`src/common/memmap_pkg.sv`:
```
// constants and types shared by the memory map decoder
package memmap_pkg;
    localparam logic [15:0] ROM_BASE = 16'h0000;
    localparam logic [15:0] ROM48_LAST = 16'hBFFF;
    localparam logic [15:0] ROM60_LAST = 16'hEFFF;
    localparam logic [15:0] VEC_LAST = 16'h003F;
    localparam logic [15:0] SHORT_TABLE_CALL_BASE = 16'h0040;
    localparam logic [15:0] SHORT_TABLE_CALL_LAST = 16'h007F;
    localparam logic [15:0] FIXED_AREA_CALL_BASE = 16'h0800;
    localparam logic [15:0] FIXED_AREA_CALL_LAST = 16'h0FFF;
    localparam logic [15:0] XRAM_BASE = 16'hF200;
    localparam logic [15:0] XRAM_LAST = 16'hF7FF;
    localparam logic [15:0] LCD_BASE = 16'hFA00;
    localparam logic [15:0] LCD_LAST24 = 16'hFA17;
    localparam logic [15:0] LCD_LAST32 = 16'hFA1F;
    localparam logic [15:0] LCD_LAST40 = 16'hFA27;
    localparam logic [15:0] HSRAM_BASE = 16'hFB00;
    localparam logic [15:0] HSRAM_LAST = 16'hFEFF;
    localparam logic [15:0] BANK_BASE = 16'hFEE0;
    localparam logic [15:0] PERI_BASE = 16'hFF00;
    localparam logic [15:0] PERI_LAST = 16'hFFFF;
    localparam logic [15:0] VEC_RESET = 16'h0000;
    localparam logic [15:0] VEC_WATCHDOG = 16'h0004;
    localparam logic [15:0] VEC_EXT_PIN0 = 16'h0006;
    localparam logic [15:0] VEC_EXT_PIN5 = 16'h0010;
    localparam logic [15:0] VEC_PERI_LAST = 16'h002E;
    localparam logic [15:0] VEC_BREAK = 16'h003E;
    localparam logic [15:0] VEC_STEP = 16'h0002;
    localparam logic [7:0] MSS_RESET = 8'hCF;
    localparam logic [7:0] XSS_RESET = 8'h0C;
    localparam logic [7:0] MSS_48K = 8'hCC;
    localparam logic [7:0] MSS_60K = 8'hCF;
    localparam logic [7:0] XSS_1536 = 8'h09;
    localparam logic [1:0] LCD_SEL24 = 2'h0;
    localparam logic [1:0] LCD_SEL32 = 2'h1;
    localparam logic [1:0] LCD_SEL40 = 2'h2;
    localparam logic [2:0] BANK_IDX_W = 3'h3;

    // one-hot region selects
    typedef struct packed {
        logic rom;
        logic xram;
        logic lcd;
        logic hsram;
        logic peri;
    } region_s;

    // classification flags that travel with the selects
    typedef struct packed {
        logic vector_area;
        logic short_table_call_area;
        logic fixed_area_call_area;
        logic bank_area;
        logic lcd_display;
        logic fetch_fault;
        logic unmapped;
    } attr_s;

    typedef enum logic [1:0] {
        BOOT_LO,
        BOOT_HI,
        RUN
    } boot_e;
endpackage

```
`src/core/memory_map_decoder.sv`:
```
// memory map decoder with size selection settings and reset vector load
//
// How it works
// one 64 KB space, 16-bit addresses, shared by fetches and data
// reset values: memory size select CFH, expansion ram select 0CH
// 48 KB part: software writes CCH and 09H
// 60 KB part: software writes CFH and 09H
// 48 KB part decodes program memory 0000H to BFFFH
// 60 KB parts decode program memory 0000H to EFFFH
// 0000H to 003FH flagged as the vector table
// vector low byte at even address, high byte at next odd
// vector slots: reset, watchdog, pins 0-5, peripherals, break
// 0040H to 007FH flagged as short table call entries
// 0800H to 0FFFH flagged as fixed area call targets
// high-speed ram 1 KB at FB00H to FEFFH
// four register banks of eight bytes at FEE0H to FEFFH
// fetch from high-speed ram is flagged as a fault, no select
// expansion ram 1,536 bytes at F200H to F7FFH
// fetch from expansion ram is allowed
// lcd ram 40 bytes at FA00H to FA27H, rest plain ram
// mask parts: display portion 24, 32 or 40 bytes by variant
// flash part: display end set by the two shared pin groups
// peripheral window FF00H to FFFFH
// software avoids unimplemented peripheral addresses
// program counter, status word, stack pointer held in the core
// after reset the program counter loads from 0000H and 0001H
// at most one region select per address
`timescale 1ns/1ps
module memory_map_decoder
    import memmap_pkg::*;
#(
    parameter logic IS_FLASH = 1'b0
) (
    input wire logic clk,
    input wire logic rstn,
    input wire logic [15:0] addr,
    input wire logic is_fetch,
    input wire logic [1:0] lcd_variant,
    input wire logic lcd_segment_out_hi,
    input wire logic lcd_segment_out_lo,
    input wire logic [7:0] rd_byte,
    input wire logic size_wr,
    input wire logic [7:0] memory_size_select_wd,
    input wire logic [7:0] expansion_ram_size_select_wd,
    input wire logic pc_load,
    input wire logic [15:0] pc_load_val,
    input wire logic [7:0] psw_wd,
    input wire logic psw_wr,
    input wire logic [15:0] sp_wd,
    input wire logic sp_wr,
    input wire logic [1:0] bank_sel,
    output region_s sel,
    output attr_s attr,
    output logic [15:0] local_addr,
    output logic [4:0] vector_index,
    output logic [7:0] memory_size_select,
    output logic [7:0] expansion_ram_size_select,
    output logic [15:0] boot_addr,
    output logic boot_busy,
    output logic [15:0] pc,
    output logic [7:0] psw,
    output logic [15:0] sp,
    output logic [15:0] bank_base
);
    localparam logic [7:0] PSW_RESET = 8'h02;
    localparam logic [15:0] SP_RESET = 16'h0000;

    // reset release synchroniser
    logic rst_s1_q;
    logic rst_s2_q;
    always_ff @(posedge clk or negedge rstn) begin
        if (!rstn) begin
            rst_s1_q <= 1'b0;
            rst_s2_q <= 1'b0;
        end else begin
            rst_s1_q <= 1'b1;
            rst_s2_q <= rst_s1_q;
        end
    end
    wire logic rst_n = rst_s2_q;

    // size selection settings
    logic [7:0] mss_q;
    logic [7:0] xss_q;
    always_ff @(posedge clk or negedge rst_n) begin
        if (!rst_n) begin
            mss_q <= MSS_RESET;
            xss_q <= XSS_RESET;
        end else if (size_wr) begin
            mss_q <= memory_size_select_wd;
            xss_q <= expansion_ram_size_select_wd;
        end
    end

    // program memory limit follows the size setting
    wire logic rom48 = (mss_q == MSS_48K);
    wire logic [15:0] rom_last = rom48 ? ROM48_LAST : ROM60_LAST;
    wire logic xram_on = (xss_q == XSS_1536) || (xss_q == XSS_RESET);

    // raw range decode over the 16-bit space
    wire logic in_rom = (addr <= rom_last);
    wire logic in_xram = xram_on && (addr >= XRAM_BASE) && (addr <= XRAM_LAST);
    wire logic in_lcd = (addr >= LCD_BASE) && (addr <= LCD_LAST40);
    wire logic in_hsram = (addr >= HSRAM_BASE) && (addr <= HSRAM_LAST);
    wire logic in_peri = (addr >= PERI_BASE);
    wire logic hs_fetch = in_hsram && is_fetch;

    // display portion end: mask parts by variant, flash by pin groups
    wire logic [1:0] seg_groups = {1'b0, lcd_segment_out_hi} + {1'b0, lcd_segment_out_lo};
    wire logic [1:0] lcd_code = IS_FLASH ? seg_groups : lcd_variant;
    wire logic [15:0] lcd_last = (lcd_code == LCD_SEL24) ? LCD_LAST24 :
                                 (lcd_code == LCD_SEL32) ? LCD_LAST32 : LCD_LAST40;

    // one-hot selects, fetch from high-speed ram gets none
    region_s sel_d;
    assign sel_d.rom = in_rom;
    assign sel_d.xram = in_xram && !in_rom;
    assign sel_d.lcd = in_lcd && !in_rom;
    assign sel_d.hsram = in_hsram && !in_rom && !hs_fetch;
    assign sel_d.peri = in_peri && !in_rom;

    // area attributes
    attr_s attr_d;
    assign attr_d.vector_area = sel_d.rom && (addr <= VEC_LAST);
    assign attr_d.short_table_call_area = sel_d.rom && (addr >= SHORT_TABLE_CALL_BASE) && (addr <= SHORT_TABLE_CALL_LAST);
    assign attr_d.fixed_area_call_area = sel_d.rom && (addr >= FIXED_AREA_CALL_BASE) && (addr <= FIXED_AREA_CALL_LAST);
    assign attr_d.bank_area = sel_d.hsram && (addr >= BANK_BASE);
    assign attr_d.lcd_display = sel_d.lcd && (addr <= lcd_last);
    assign attr_d.fetch_fault = hs_fetch && !in_rom;
    assign attr_d.unmapped = !(|sel_d) && !attr_d.fetch_fault;

    // offset within the selected region
    wire logic [15:0] base_d = sel_d.xram ? XRAM_BASE :
                               sel_d.lcd ? LCD_BASE :
                               sel_d.hsram ? HSRAM_BASE :
                               sel_d.peri ? PERI_BASE : ROM_BASE;
    wire logic [15:0] loc_d = addr - base_d;

    // vector slot index: one slot per 16-bit word, low byte even
    wire logic [15:0] vec_word = addr >> 1;
    wire logic [4:0] vidx_d = vec_word[4:0];

    // registered decode outputs
    always_ff @(posedge clk or negedge rst_n) begin
        if (!rst_n) begin
            sel <= '0;
            attr <= '0;
            local_addr <= 16'h0000;
            vector_index <= 5'h00;
        end else begin
            sel <= sel_d;
            attr <= attr_d;
            local_addr <= loc_d;
            vector_index <= vidx_d;
        end
    end

    // size settings shown straight from their flops
    assign memory_size_select = mss_q;
    assign expansion_ram_size_select = xss_q;

    // reset vector fetch: low byte from 0000H, high from 0001H
    boot_e boot_q;
    boot_e boot_d;
    logic [7:0] vec_lo_q;
    logic [15:0] pc_q;
    logic [15:0] pc_d;
    always_comb begin
        boot_d = boot_q;
        pc_d = pc_q;
        case (boot_q)
            BOOT_LO: begin
                boot_d = BOOT_HI;
            end
            BOOT_HI: begin
                boot_d = RUN;
                pc_d = {rd_byte, vec_lo_q};
            end
            RUN: begin
                if (pc_load) begin
                    pc_d = pc_load_val;
                end
            end
            default: begin
                boot_d = BOOT_LO;
            end
        endcase
    end

    always_ff @(posedge clk or negedge rst_n) begin
        if (!rst_n) begin
            boot_q <= BOOT_LO;
            vec_lo_q <= 8'h00;
            pc_q <= VEC_RESET;
        end else begin
            boot_q <= boot_d;
            pc_q <= pc_d;
            if (boot_q == BOOT_LO) begin
                vec_lo_q <= rd_byte;
            end
        end
    end

    // fetch address for the vector bytes, registered
    always_ff @(posedge clk or negedge rst_n) begin
        if (!rst_n) begin
            boot_addr <= VEC_RESET;
            boot_busy <= 1'b1;
        end else begin
            boot_addr <= VEC_RESET + 16'h0001;
            boot_busy <= (boot_d != RUN);
        end
    end
    assign pc = pc_q;

    // status word and stack pointer
    logic [7:0] psw_q;
    logic [15:0] sp_q;
    always_ff @(posedge clk or negedge rst_n) begin
        if (!rst_n) begin
            psw_q <= PSW_RESET;
            sp_q <= SP_RESET;
        end else begin
            if (psw_wr) begin
                psw_q <= psw_wd;
            end
            if (sp_wr) begin
                sp_q <= sp_wd;
            end
        end
    end
    assign psw = psw_q;
    assign sp = sp_q;

    // base address of the selected register bank, bank 0 at the top
    logic [15:0] bank_q;
    always_ff @(posedge clk or negedge rst_n) begin
        if (!rst_n) begin
            bank_q <= HSRAM_LAST - 16'h0007;
        end else begin
            bank_q <= BANK_BASE + ({14'h0000, ~bank_sel} << BANK_IDX_W);
        end
    end
    assign bank_base = bank_q;
endmodule
```
`config.mk`:
```
export PLATFORM = sky130hd
export DESIGN_NAME = memory_map_decoder
export DESIGN_NICKNAME = d
export VERILOG_FILES = /design/src/common/memmap_pkg.sv /design/src/core/memory_map_decoder.sv
export SDC_FILE = /design/constraint.sdc
export NUM_CORES = 1
export LEC_CHECK = 0
export BUFFER_PORTS_ARGS = -buffer_cell sky130_fd_sc_hd__buf_2
export CAP_MARGIN = 15
export CELL_PAD_IN_SITES_DETAIL_PLACEMENT = 1
export CELL_PAD_IN_SITES_GLOBAL_PLACEMENT = 1
export CORE_ASPECT_RATIO = 1.2
export CORE_MARGIN = 2
export CORE_UTILIZATION = 35
export CTS_CLUSTER_SIZE = 25
export DETAILED_ROUTE_END_ITERATION = 12
export PLACE_DENSITY = 0.86
export SLEW_MARGIN = 20
export SYNTH_ARGS = -nofsm -noshare
export SYNTH_HDL_FRONTEND = slang
export SYNTH_SLANG_ARGS = --single-unit
```
`constraint.sdc`:
```
create_clock -name clk -period 3.85 [get_ports clk]
set_input_delay 0.385 -clock clk [delete_from_list [all_inputs] [get_ports clk]]
set_output_delay 0.385 -clock clk [all_outputs]
set_load 0.05 [all_outputs]
```
Word level (Yosys, flattened, before mapping) --
Cells that the tools add are included.
Storage, ports and cells: input bits 93, logic and storage cells 91, register bits 114
Operators by class: add/sub/neg operators 2, reductions and logical operators 29, eq/ne operators 8, magnitude comparators 15, mux-type cells 10, bitwise operators 1
Operators by type and width (number):
- $ge A16 B16 Y1 const B | 5
- $mux W16 | 5
- $le A16 B16 Y1 const B | 3
- $le A16 B16 Y1 | 2
- $pmux W16 S2 | 1
- $logic_and A1 B1 Y1 | 19
- $eq A8 B4 Y1 const B | 2
- $ge A16 B12 Y1 const B | 1
- $ge A16 B7 Y1 const B | 1
- $le A16 B12 Y1 const B | 1
- $le A16 B6 Y1 const B | 1
- $le A16 B7 Y1 const B | 1
- $sub A16 B16 Y16 | 1
- $mux W15 | 1
- $mux W6 | 2
- $add A10 B6 Y11 const A | 1
- $eq A8 B8 Y1 const B | 1
- $pmux W2 S3 | 1
- $reduce_or A5 Y1 | 1
- $eq A2 B1 Y1 const B | 2
- $logic_not A1 Y1 | 4
- $logic_not A2 Y1 | 2
- $ne A2 B2 Y1 const B | 2
- $eq A2 B2 Y1 const B | 1
- other kinds (4) | 4

Depth between registers and ports, before layout --
Gate-level depths: netlist of the first run.
depth in word-level cells 10, mapped depth 17, mapped depth without buffers 17

Least setup slack after synthesis of the first run --
No wires, ideal clock.
path type register -> register, from register mss_q[6], in the netlist memory_size_select[6], to register local_addr[14], period minus slack after synthesis 3.310 ns, required time 3.770 ns, slack 0.540 ns, arrival time 3.230 ns, cell stages (with the launch flop) 17, cells stage by stage dfstp_2 -> nand2_1 -> nor3_1 -> nand4_1 -> ha_1 -> nand3_1 -> nor4b_4 -> a21bo_2 -> nor3_1 -> ha_1 -> inv_1 -> fa_1 -> a21o_1 -> a21oi_1 -> o21bai_1 -> a21oi_1 -> xnor2_1
On the way: longest elaborated chain between the ends 10, elaborated cells between the ends (all ways) 14, classes of those cells add/sub (1); order compare (1); eq/ne (1); mux (5); reduce/logical (6)
RTL lines:
- from (decl) | RTL line memory_map_decoder.sv:83 | logic [7:0] mss_q;
- from (signal assigned) | RTL line memory_map_decoder.sv:90 | mss_q <= memory_size_select_wd;
- $eq A8 B8 Y1 (*) | RTL line memory_map_decoder.sv:96 | wire logic rom48 = (mss_q == MSS_48K);
- $mux W15 (*) | RTL line memory_map_decoder.sv:97 | wire logic [15:0] rom_last = rom48 ? ROM48_LAST : ROM60_LAST;
- $le A16 B16 Y1 (*) | RTL line memory_map_decoder.sv:101 | wire logic in_rom = (addr <= rom_last);
- via in_rom | RTL line memory_map_decoder.sv:101
- $logic_not A1 Y1 (*)
- $logic_and A1 B1 Y1 (on tied branches) | RTL line memory_map_decoder.sv:120, memory_map_decoder.sv:119
- $mux W16 or $logic_and A1 B1 Y1 (tied branches) | RTL line memory_map_decoder.sv:136, memory_map_decoder.sv:119
- $mux W16 | RTL line memory_map_decoder.sv:135 | sel_d.hsram ? HSRAM_BASE :
- $mux W16 | RTL line memory_map_decoder.sv:134 | sel_d.lcd ? LCD_BASE :
- $mux W16 (*) | RTL line memory_map_decoder.sv:133 | wire logic [15:0] base_d = sel_d.xram ? XRAM_BASE :
- $sub A16 B16 Y16 (*) | RTL line memory_map_decoder.sv:137 | wire logic [15:0] loc_d = addr - base_d;
- via loc_d[14] | RTL line memory_map_decoder.sv:137
- to (signal assigned) | RTL line memory_map_decoder.sv:153 | local_addr <= loc_d;
- to (decl) | RTL line memory_map_decoder.sv:54 | output logic [15:0] local_addr,
Mark *: on every way through the listed nets, which the timed path passes. The rest lies on a longest branch. A chain may end at the register's enable or synchronous reset.

Worst setup path after layout of the first run --
Ends and elaborated chain as after synthesis.

==> results of run 1 <==
[metal layers]
layer	global-route usage	wire length (um)
met1	0.194	4640
met5	0	0
met4	0.0664	267
met3	0.0412	898
met2	0.332	6840
[how the worst max path moves through the flow]
stage	to	cells after the start	slack [ps]	startpoint
final	local_addr[14]$_DFF_PN0_	17	410	memory_size_select[6]$_DFFE_PN1P_
after global placement	local_addr[14]$_DFF_PN0_	17	360	memory_size_select[6]$_DFFE_PN1P_
after CTS	local_addr[14]$_DFF_PN0_	16	280	memory_size_select[6]$_DFFE_PN1P_
after detailed placement	local_addr[14]$_DFF_PN0_	16	300	memory_size_select[6]$_DFFE_PN1P_
after global routing	local_addr[14]$_DFF_PN0_	17	70	memory_size_select[6]$_DFFE_PN1P_
after floorplan	local_addr[14]$_DFF_PN0_	16	540	memory_size_select[6]$_DFFE_PN1P_
[what timing repair did]
action / CTS / global route
resized for setup: 0 / 1
hold buffers: 1 / 0
setup buffers: 0 / 0
endpoints found under the hold margin: 2 / 0
endpoints found under the setup margin: 0 / 1
[state kept, by name, indices dropped and copies added (netlist names), 5 cells and up]
signal                     cells
psw                            8
memory_size_select             8
sel                            5
attr                           7
expansion_ram_size_select      8
pc                            16
local_addr                    12
vec_lo_q                       8
sp                            16
[final cells by class]
cell class	instances	area share
clock buffers	11	0.0417
clock inverters	5	0.0116
well taps	164	0.0352
repair buffers	187	0.163
multi-input cells	231	0.308
inverters	13	0.00838
flip-flops and latches	100	0.433
[power breakdown]
part           internal (W)  switching [W]  total, W
Clock              0.000533       0.000404  0.000936
Combinational      0.000158       0.000471  0.000628
Sequential          0.00114      0.0000566   0.00119
Total               0.00183       0.000931   0.00276
[metrics by stage]
stage,instance area [um2],setup slack [ps],instances,power (W)
finish,5830,412,711,0.00276
global route,5830,71.6,711,0.00287
CTS,5820,283,711,0.00278
detailed placement,5500,298,694,0.00184
global placement,5500,358,694,0.00182
floorplan,4680,540,392,0.00168
[worst max-delay path: stages (launching register included)]
cell and delay [ps]:
dfstp_2 540, nand2_1 80, nor3_2 110, nand4_1 170
inv_1 100, ha_1 140, a31oi_1 100, nor2b_1 160
a21bo_2 300, nor3_1 210, ha_1 190, inv_1 50
fa_1 390, a21o_1 180, a21oi_1 250, o21bai_1 100
a21oi_1 180, xnor2_1 130
[cells in the mapped netlist, types with 3 or more instances]
| master | instances | area, um2 |
|---|---|---|
| clkbuf_1 | 6 | 22.5 |
| dfstp_2 | 12 | 315 |
| nand3_1 | 7 | 35.0 |
| inv_1 | 13 | 48.8 |
| xor2_1 | 4 | 35.0 |
| buf_4 | 35 | 263 |
| and2_1 | 3 | 18.8 |
| nor2_1 | 7 | 26.3 |
| mux2i_1 | 17 | 170 |
| buf_2 | 6 | 30.0 |
| nand4_1 | 4 | 25.0 |
| nand2_1 | 24 | 90.1 |
| nor3_1 | 5 | 25.0 |
| nand3b_1 | 3 | 22.5 |
| o21ai_0 | 19 | 95.1 |
| a21oi_1 | 6 | 30.0 |
| dfrtp_1 | 88 | 2200 |
| ha_1 | 16 | 200 |
| xnor2_1 | 3 | 26.3 |
| mux2_2 | 48 | 541 |
[cell families (layout without fill, tap and decap cells)]
kind of cell | count (synthesis) | count (layout) | synth area share
compound gates | 40 | 40 | 0.0548
xor+xnor | 7 | 7 | 0.0134
mux | 65 | 65 | 0.156
simple gates | 71 | 71 | 0.0928
flops | 100 | 100 | 0.551
other cells | 2 | 31 | 0.00164
fa+ha+maj | 17 | 17 | 0.0482
buf+inv | 61 | 216 | 0.0827
==> impl_metrics.json, run 1 <==
{
  "clk_pin_slew_ps": 70,
  "endpoint_kind": "flip-flop",
  "path_class": "reg -> reg",
  "fillers": 1426,
  "grt_max_degree": 68,
  "track_usage": 0.178,
  "final_util": 0.458,
  "overflow": 0,
  "startpoint_type": "flip-flop",
  "synth_cell_types": 49,
  "gp_congestion": 0.780,
  "final_nets": 652,
  "numPortBuffers": 183,
  "ff2ff_path_depth": 17,
  "cts_tree": "done",
  "drc_errors": 0,
  "h-tree-depth": 3,
  "avgSynthCellArea_um2": 12.6,
  "worstPathRequired_ps": 4110,
  "reg2reg_slack_ps": 410,
  "setup_tns_ps": 0,
  "cts_buffers": 9,
  "layout_common_cells": "buf_2, dfrtp_1, mux2_2",
  "ir_worst_vdd_uv": 212,
  "min_to": "bank_base[3]$_DFF_PN1_",
  "fmax_ghz": 0.291,
  "dieWidth_um": 108,
  "grt_antenna_before_repair": 0,
  "routed_wl_mm": 12.7,
  "seq_area_frac_synth": 0.551,
  "rsz0062_at_grt": "false",
  "drv_cap": 0,
  "reg2reg_to": "local_addr[14]$_DFF_PN0_",
  "clkLatencyLatePin_ps": 340,
  "clockBufferDepth": 2,
  "dp_hpwl_mm": 10.2,
  "synth_ff_type": "dfrtp_1",
  "layout_min_cycle_time_ps": 3440,
  "antenna_left": 0,
  "hold_ws_ps": 157,
  "syn_inst": 363,
  "min_from": "bank_sel[0]",
  "async_reset_ff_frac": 1.00,
  "power_per_cell_area_nw_per_um2": 473,
  "worstHoldPathType": "in -> reg",
  "vias": 3409,
  "antennaDiodeCount": 0,
  "worst_slew_pin_slew_ps": 878,
  "finClkSkew_ps": 6.13,
  "cts_root_buffer": "clkbuf_16",
  "core_um2": 12700,
  "min_path_cells": 2,
  "maxSlewViolCount": 0,
  "slew_headroom": 0.414,
  "ios": 215,
  "leakagePower_nw": 3.01,
  "synth-edff-count": 0,
  "status": "finished, final reports clean",
  "dieArea_um2": 14000,
  "multiInputGateArea_um2": 1790,
  "wl_per_cell_um": 17.8,
  "drt_pass1_iterations": 4,
  "grt_pass1_vias": 3620,
  "hold_violations": 0,
  "ys_ff_latch": 100,
  "worstPathMaxFanout": 5,
  "setup_viol": 0,
  "regArea_um2": 2520,
  "final_common_cell": "buf_2",
  "rows": 45,
  "clock_sinks": 100,
  "grt_pass1_wl_mm": 19.1,
  "start_util": 0.359,
  "fp.dieH_um": 129,
  "drtIter0Drc": 138,
  "drive_gt1_frac": 0.501,
  "area_growth_pct": 27.5,
  "cp_data_arrival_time_ps": 3700,
  "finalCritPeriodShare": 0.893,
  "reg2reg_from": "memory_size_select[6]$_DFFE_PN1P_",
  "yosysWarnings": 0,
  "synth_area_um2": 4570,
  "vias_per_cell": 4.79
}
Note: power is estimated with default switching activity, not from simulation.
==> run 2, diff against run 1 <==
--- a/config.mk
+++ b/config.mk
@@ -9,7 +9,7 @@
 export CAP_MARGIN = 15
 export CELL_PAD_IN_SITES_DETAIL_PLACEMENT = 1
 export CELL_PAD_IN_SITES_GLOBAL_PLACEMENT = 1
-export CORE_ASPECT_RATIO = 1.2
+export CORE_ASPECT_RATIO = 0.75
 export CORE_MARGIN = 2
 export CORE_UTILIZATION = 35
 export CTS_CLUSTER_SIZE = 25
==> constraint.sdc (replaced) <==
create_clock -name clk -period 3.4 [get_ports clk]
set_input_delay 0.34 -clock clk [delete_from_list [all_inputs] [get_ports clk]]
set_output_delay 0.34 -clock clk [all_outputs]
set_load 0.05 [all_outputs]
==> run 2 against run 1 <==
Maximum frequency increased by 6.2%. Flip-flop and latch count unchanged. Via count decreased by 0.15%. Non-clock buffer count increased by 10. Sequential share of layout area decreased by 1.3 points. Clock power increased by 7%. Wire length decreased by 7.2%. Combinational power increased by 15%. Design area increased by 3.0%. Power increased by 11%. Final cell count increased by 2.4%. Global-route usage decreased by 1.1 points. Critical path type unchanged. Critical endpoint unchanged. Largest power group unchanged.
==> impl_metrics.json, run 2 (synthesized netlist as in run 1, its figures left out) <==
{
  "gp_congestion": 0.794,
  "rows": 36,
  "routed_wl_mm": 11.7,
  "p_int_w": 0.00201,
  "clock_sinks": 100,
  "p_sw_frac": 0.346,
  "clockBufferDepth": 2,
  "rsz0062_at_grt": "true",
  "cts_root_buffer": "clkbuf_16",
  "fmax_ghz": 0.309,
  "start_util": 0.355,
  "combinationalPowerShare": 0.236,
  "path_class": "reg -> reg",
  "p_switching_w": 0.00106,
  "worstPathMaxFanout": 3,
  "min_to": "bank_base[3]$_DFF_PN1_",
  "status": "finished, final reports clean",
  "setup_viol": 0,
  "vias": 3404,
  "clkPwrFrac": 0.326,
  "h-tree-depth": 3,
  "min_from": "bank_sel[0]",
  "grt_antenna_before_repair": 0,
  "drv_cap": 0,
  "ios": 215,
  "drt_pass1_iterations": 4,
  "antenna_left": 0,
  "layout_min_cycle_time_ps": 3240,
  "worstHoldPathType": "in -> reg",
  "slew_headroom": 0.639,
  "dp_hpwl_mm": 9.14,
  "cp_data_arrival_time_ps": 3490,
  "drtIter0Drc": 47,
  "hold_ws_ps": 104,
  "setup_tns_ps": 0,
  "dieArea_um2": 14000,
  "final_common_cell": "buf_2",
  "drc_errors": 0,
  "area_growth_pct": 31.4,
  "power_per_cell_area_nw_per_um2": 511,
  "drive_gt1_frac": 0.539,
  "fp.dieH_um": 103,
  "final_nets": 662,
  "endpoint_kind": "flip-flop",
  "ff2ff_path_depth": 17,
  "track_usage": 0.166,
  "antennaDiodeCount": 0,
  "layout_common_cells": "buf_2, dfrtp_1, mux2_2",
  "numPortBuffers": 183,
  "reg2reg_from": "memory_size_select[7]$_DFFE_PN1P_",
  "cts_tree": "done",
  "finalCritPeriodShare": 0.952,
  "finClkSkew_ps": 6.90,
  "seq_power_share": 0.438,
  "maxSlewViolCount": 0,
  "grt_pass1_vias": 3560,
  "dieWidth_um": 136,
  "ir_worst_vdd_uv": 216,
  "worstPathRequired_ps": 3650,
  "startpoint_type": "flip-flop",
  "reg2reg_slack_ps": 160,
  "vias_per_cell": 4.68,
  "hold_violations": 0,
  "grt_max_degree": 85,
  "clk_pin_slew_ps": 70,
  "cts_buffers": 9,
  "clkLatencyLatePin_ps": 340,
  "min_path_cells": 2,
  "worst_slew_pin_slew_ps": 542,
  "leakagePower_nw": 3.05,
  "core_um2": 12900,
  "grt_pass1_wl_mm": 18.0,
  "reg2reg_to": "local_addr[14]$_DFF_PN0_",
  "overflow": 0,
  "wl_per_cell_um": 16.1,
  "startpoint": "memory_size_select[7]$_DFFE_PN1P_"
}
## run 2: per-layer routing
layer / global-route usage / vias up / share of wire
li1: - / 1565 / -
met4: 0.0441 / 0 / 0.011
met5: 0 / - / 0
met3: 0.0457 / 12 / 0.070
met1: 0.200 / 1692 / 0.41
met2: 0.298 / 135 / 0.50
## run 2: worst max path at each step
| stage | end | slack, ps |
|---|---|---|
| final | local_addr[14]$_DFF_PN0_ | 160 |
| after CTS | local_addr[14]$_DFF_PN0_ | 30 |
| after floorplan | local_addr[14]$_DFF_PN0_ | 90 |
| after detailed placement | local_addr[14]$_DFF_PN0_ | -10 |
| after global placement | local_addr[14]$_DFF_PN0_ | 60 |
| after global routing | local_addr[14]$_DFF_PN0_ | -100 |
## run 2: per-stage QoR
step | power [W] | cell area, um2 | cells | util | setup WS, ps
global placement | 0.00205 | 5530 | 704 | 0.429 | 56.4
global route | 0.00321 | 6000 | 728 | 0.466 | -99.9
detailed placement | 0.00208 | 5530 | 704 | 0.429 | -12.4
CTS | 0.00310 | 5840 | 721 | 0.453 | 29.6
floorplan | 0.00190 | 4680 | 392 | - | 89.9
finish | 0.00307 | 6000 | 728 | 0.466 | 163
## run 2: layout make-up
cell class / instances / area (um2)
clock buffers: 10 / 239
well taps: 171 / 214
repair buffers: 197 / 1040
multi-input cells: 231 / 1880
fillers: 1428 / 6880
inverters: 13 / 48.8
flip-flops and latches: 100 / 2520
clock inverters: 6 / 56.3
## run 2: what timing repair did
| item | 4_1_cts | 5_1_grt |
|---|---|---|
| resized for setup | 1 | 20 |
| hold endpoints to repair | 2 | 0 |
| pin swaps | 0 | 18 |
| buffers inserted | 0 | 6 |
| hold buffers | 1 | 0 |
| endpoints found under the setup margin | 1 | 4 |
## run 2: power by group through the flow
| stage | clock, W | combinational [W] | sequential (W) |
|---|---|---|---|
| global placement | 0 | 0.000687 | 0.00137 |
| CTS | 0.00104 | 0.000705 | 0.00135 |
| floorplan | 0 | 0.000246 | 0.00166 |
| finish | 0.00100 | 0.000723 | 0.00134 |
| detailed placement | 0 | 0.000702 | 0.00138 |
| global route | 0.00108 | 0.000766 | 0.00136 |
## run 2: critical path, cell delays in order, from the launching register on
cell      delay [ps]
dfstp_2          560
nand2_2           70
nor3_4           190
nand4_1          160
inv_2            100
ha_4             130
a31oi_2          100
nor2b_2          130
a21bo_2          250
nor3_2           140
ha_2             220
inv_1             60
fa_2             340
a21o_1           170
a21oi_2          140
o21bai_1          80
a21oi_1          160
xnor2_1          150
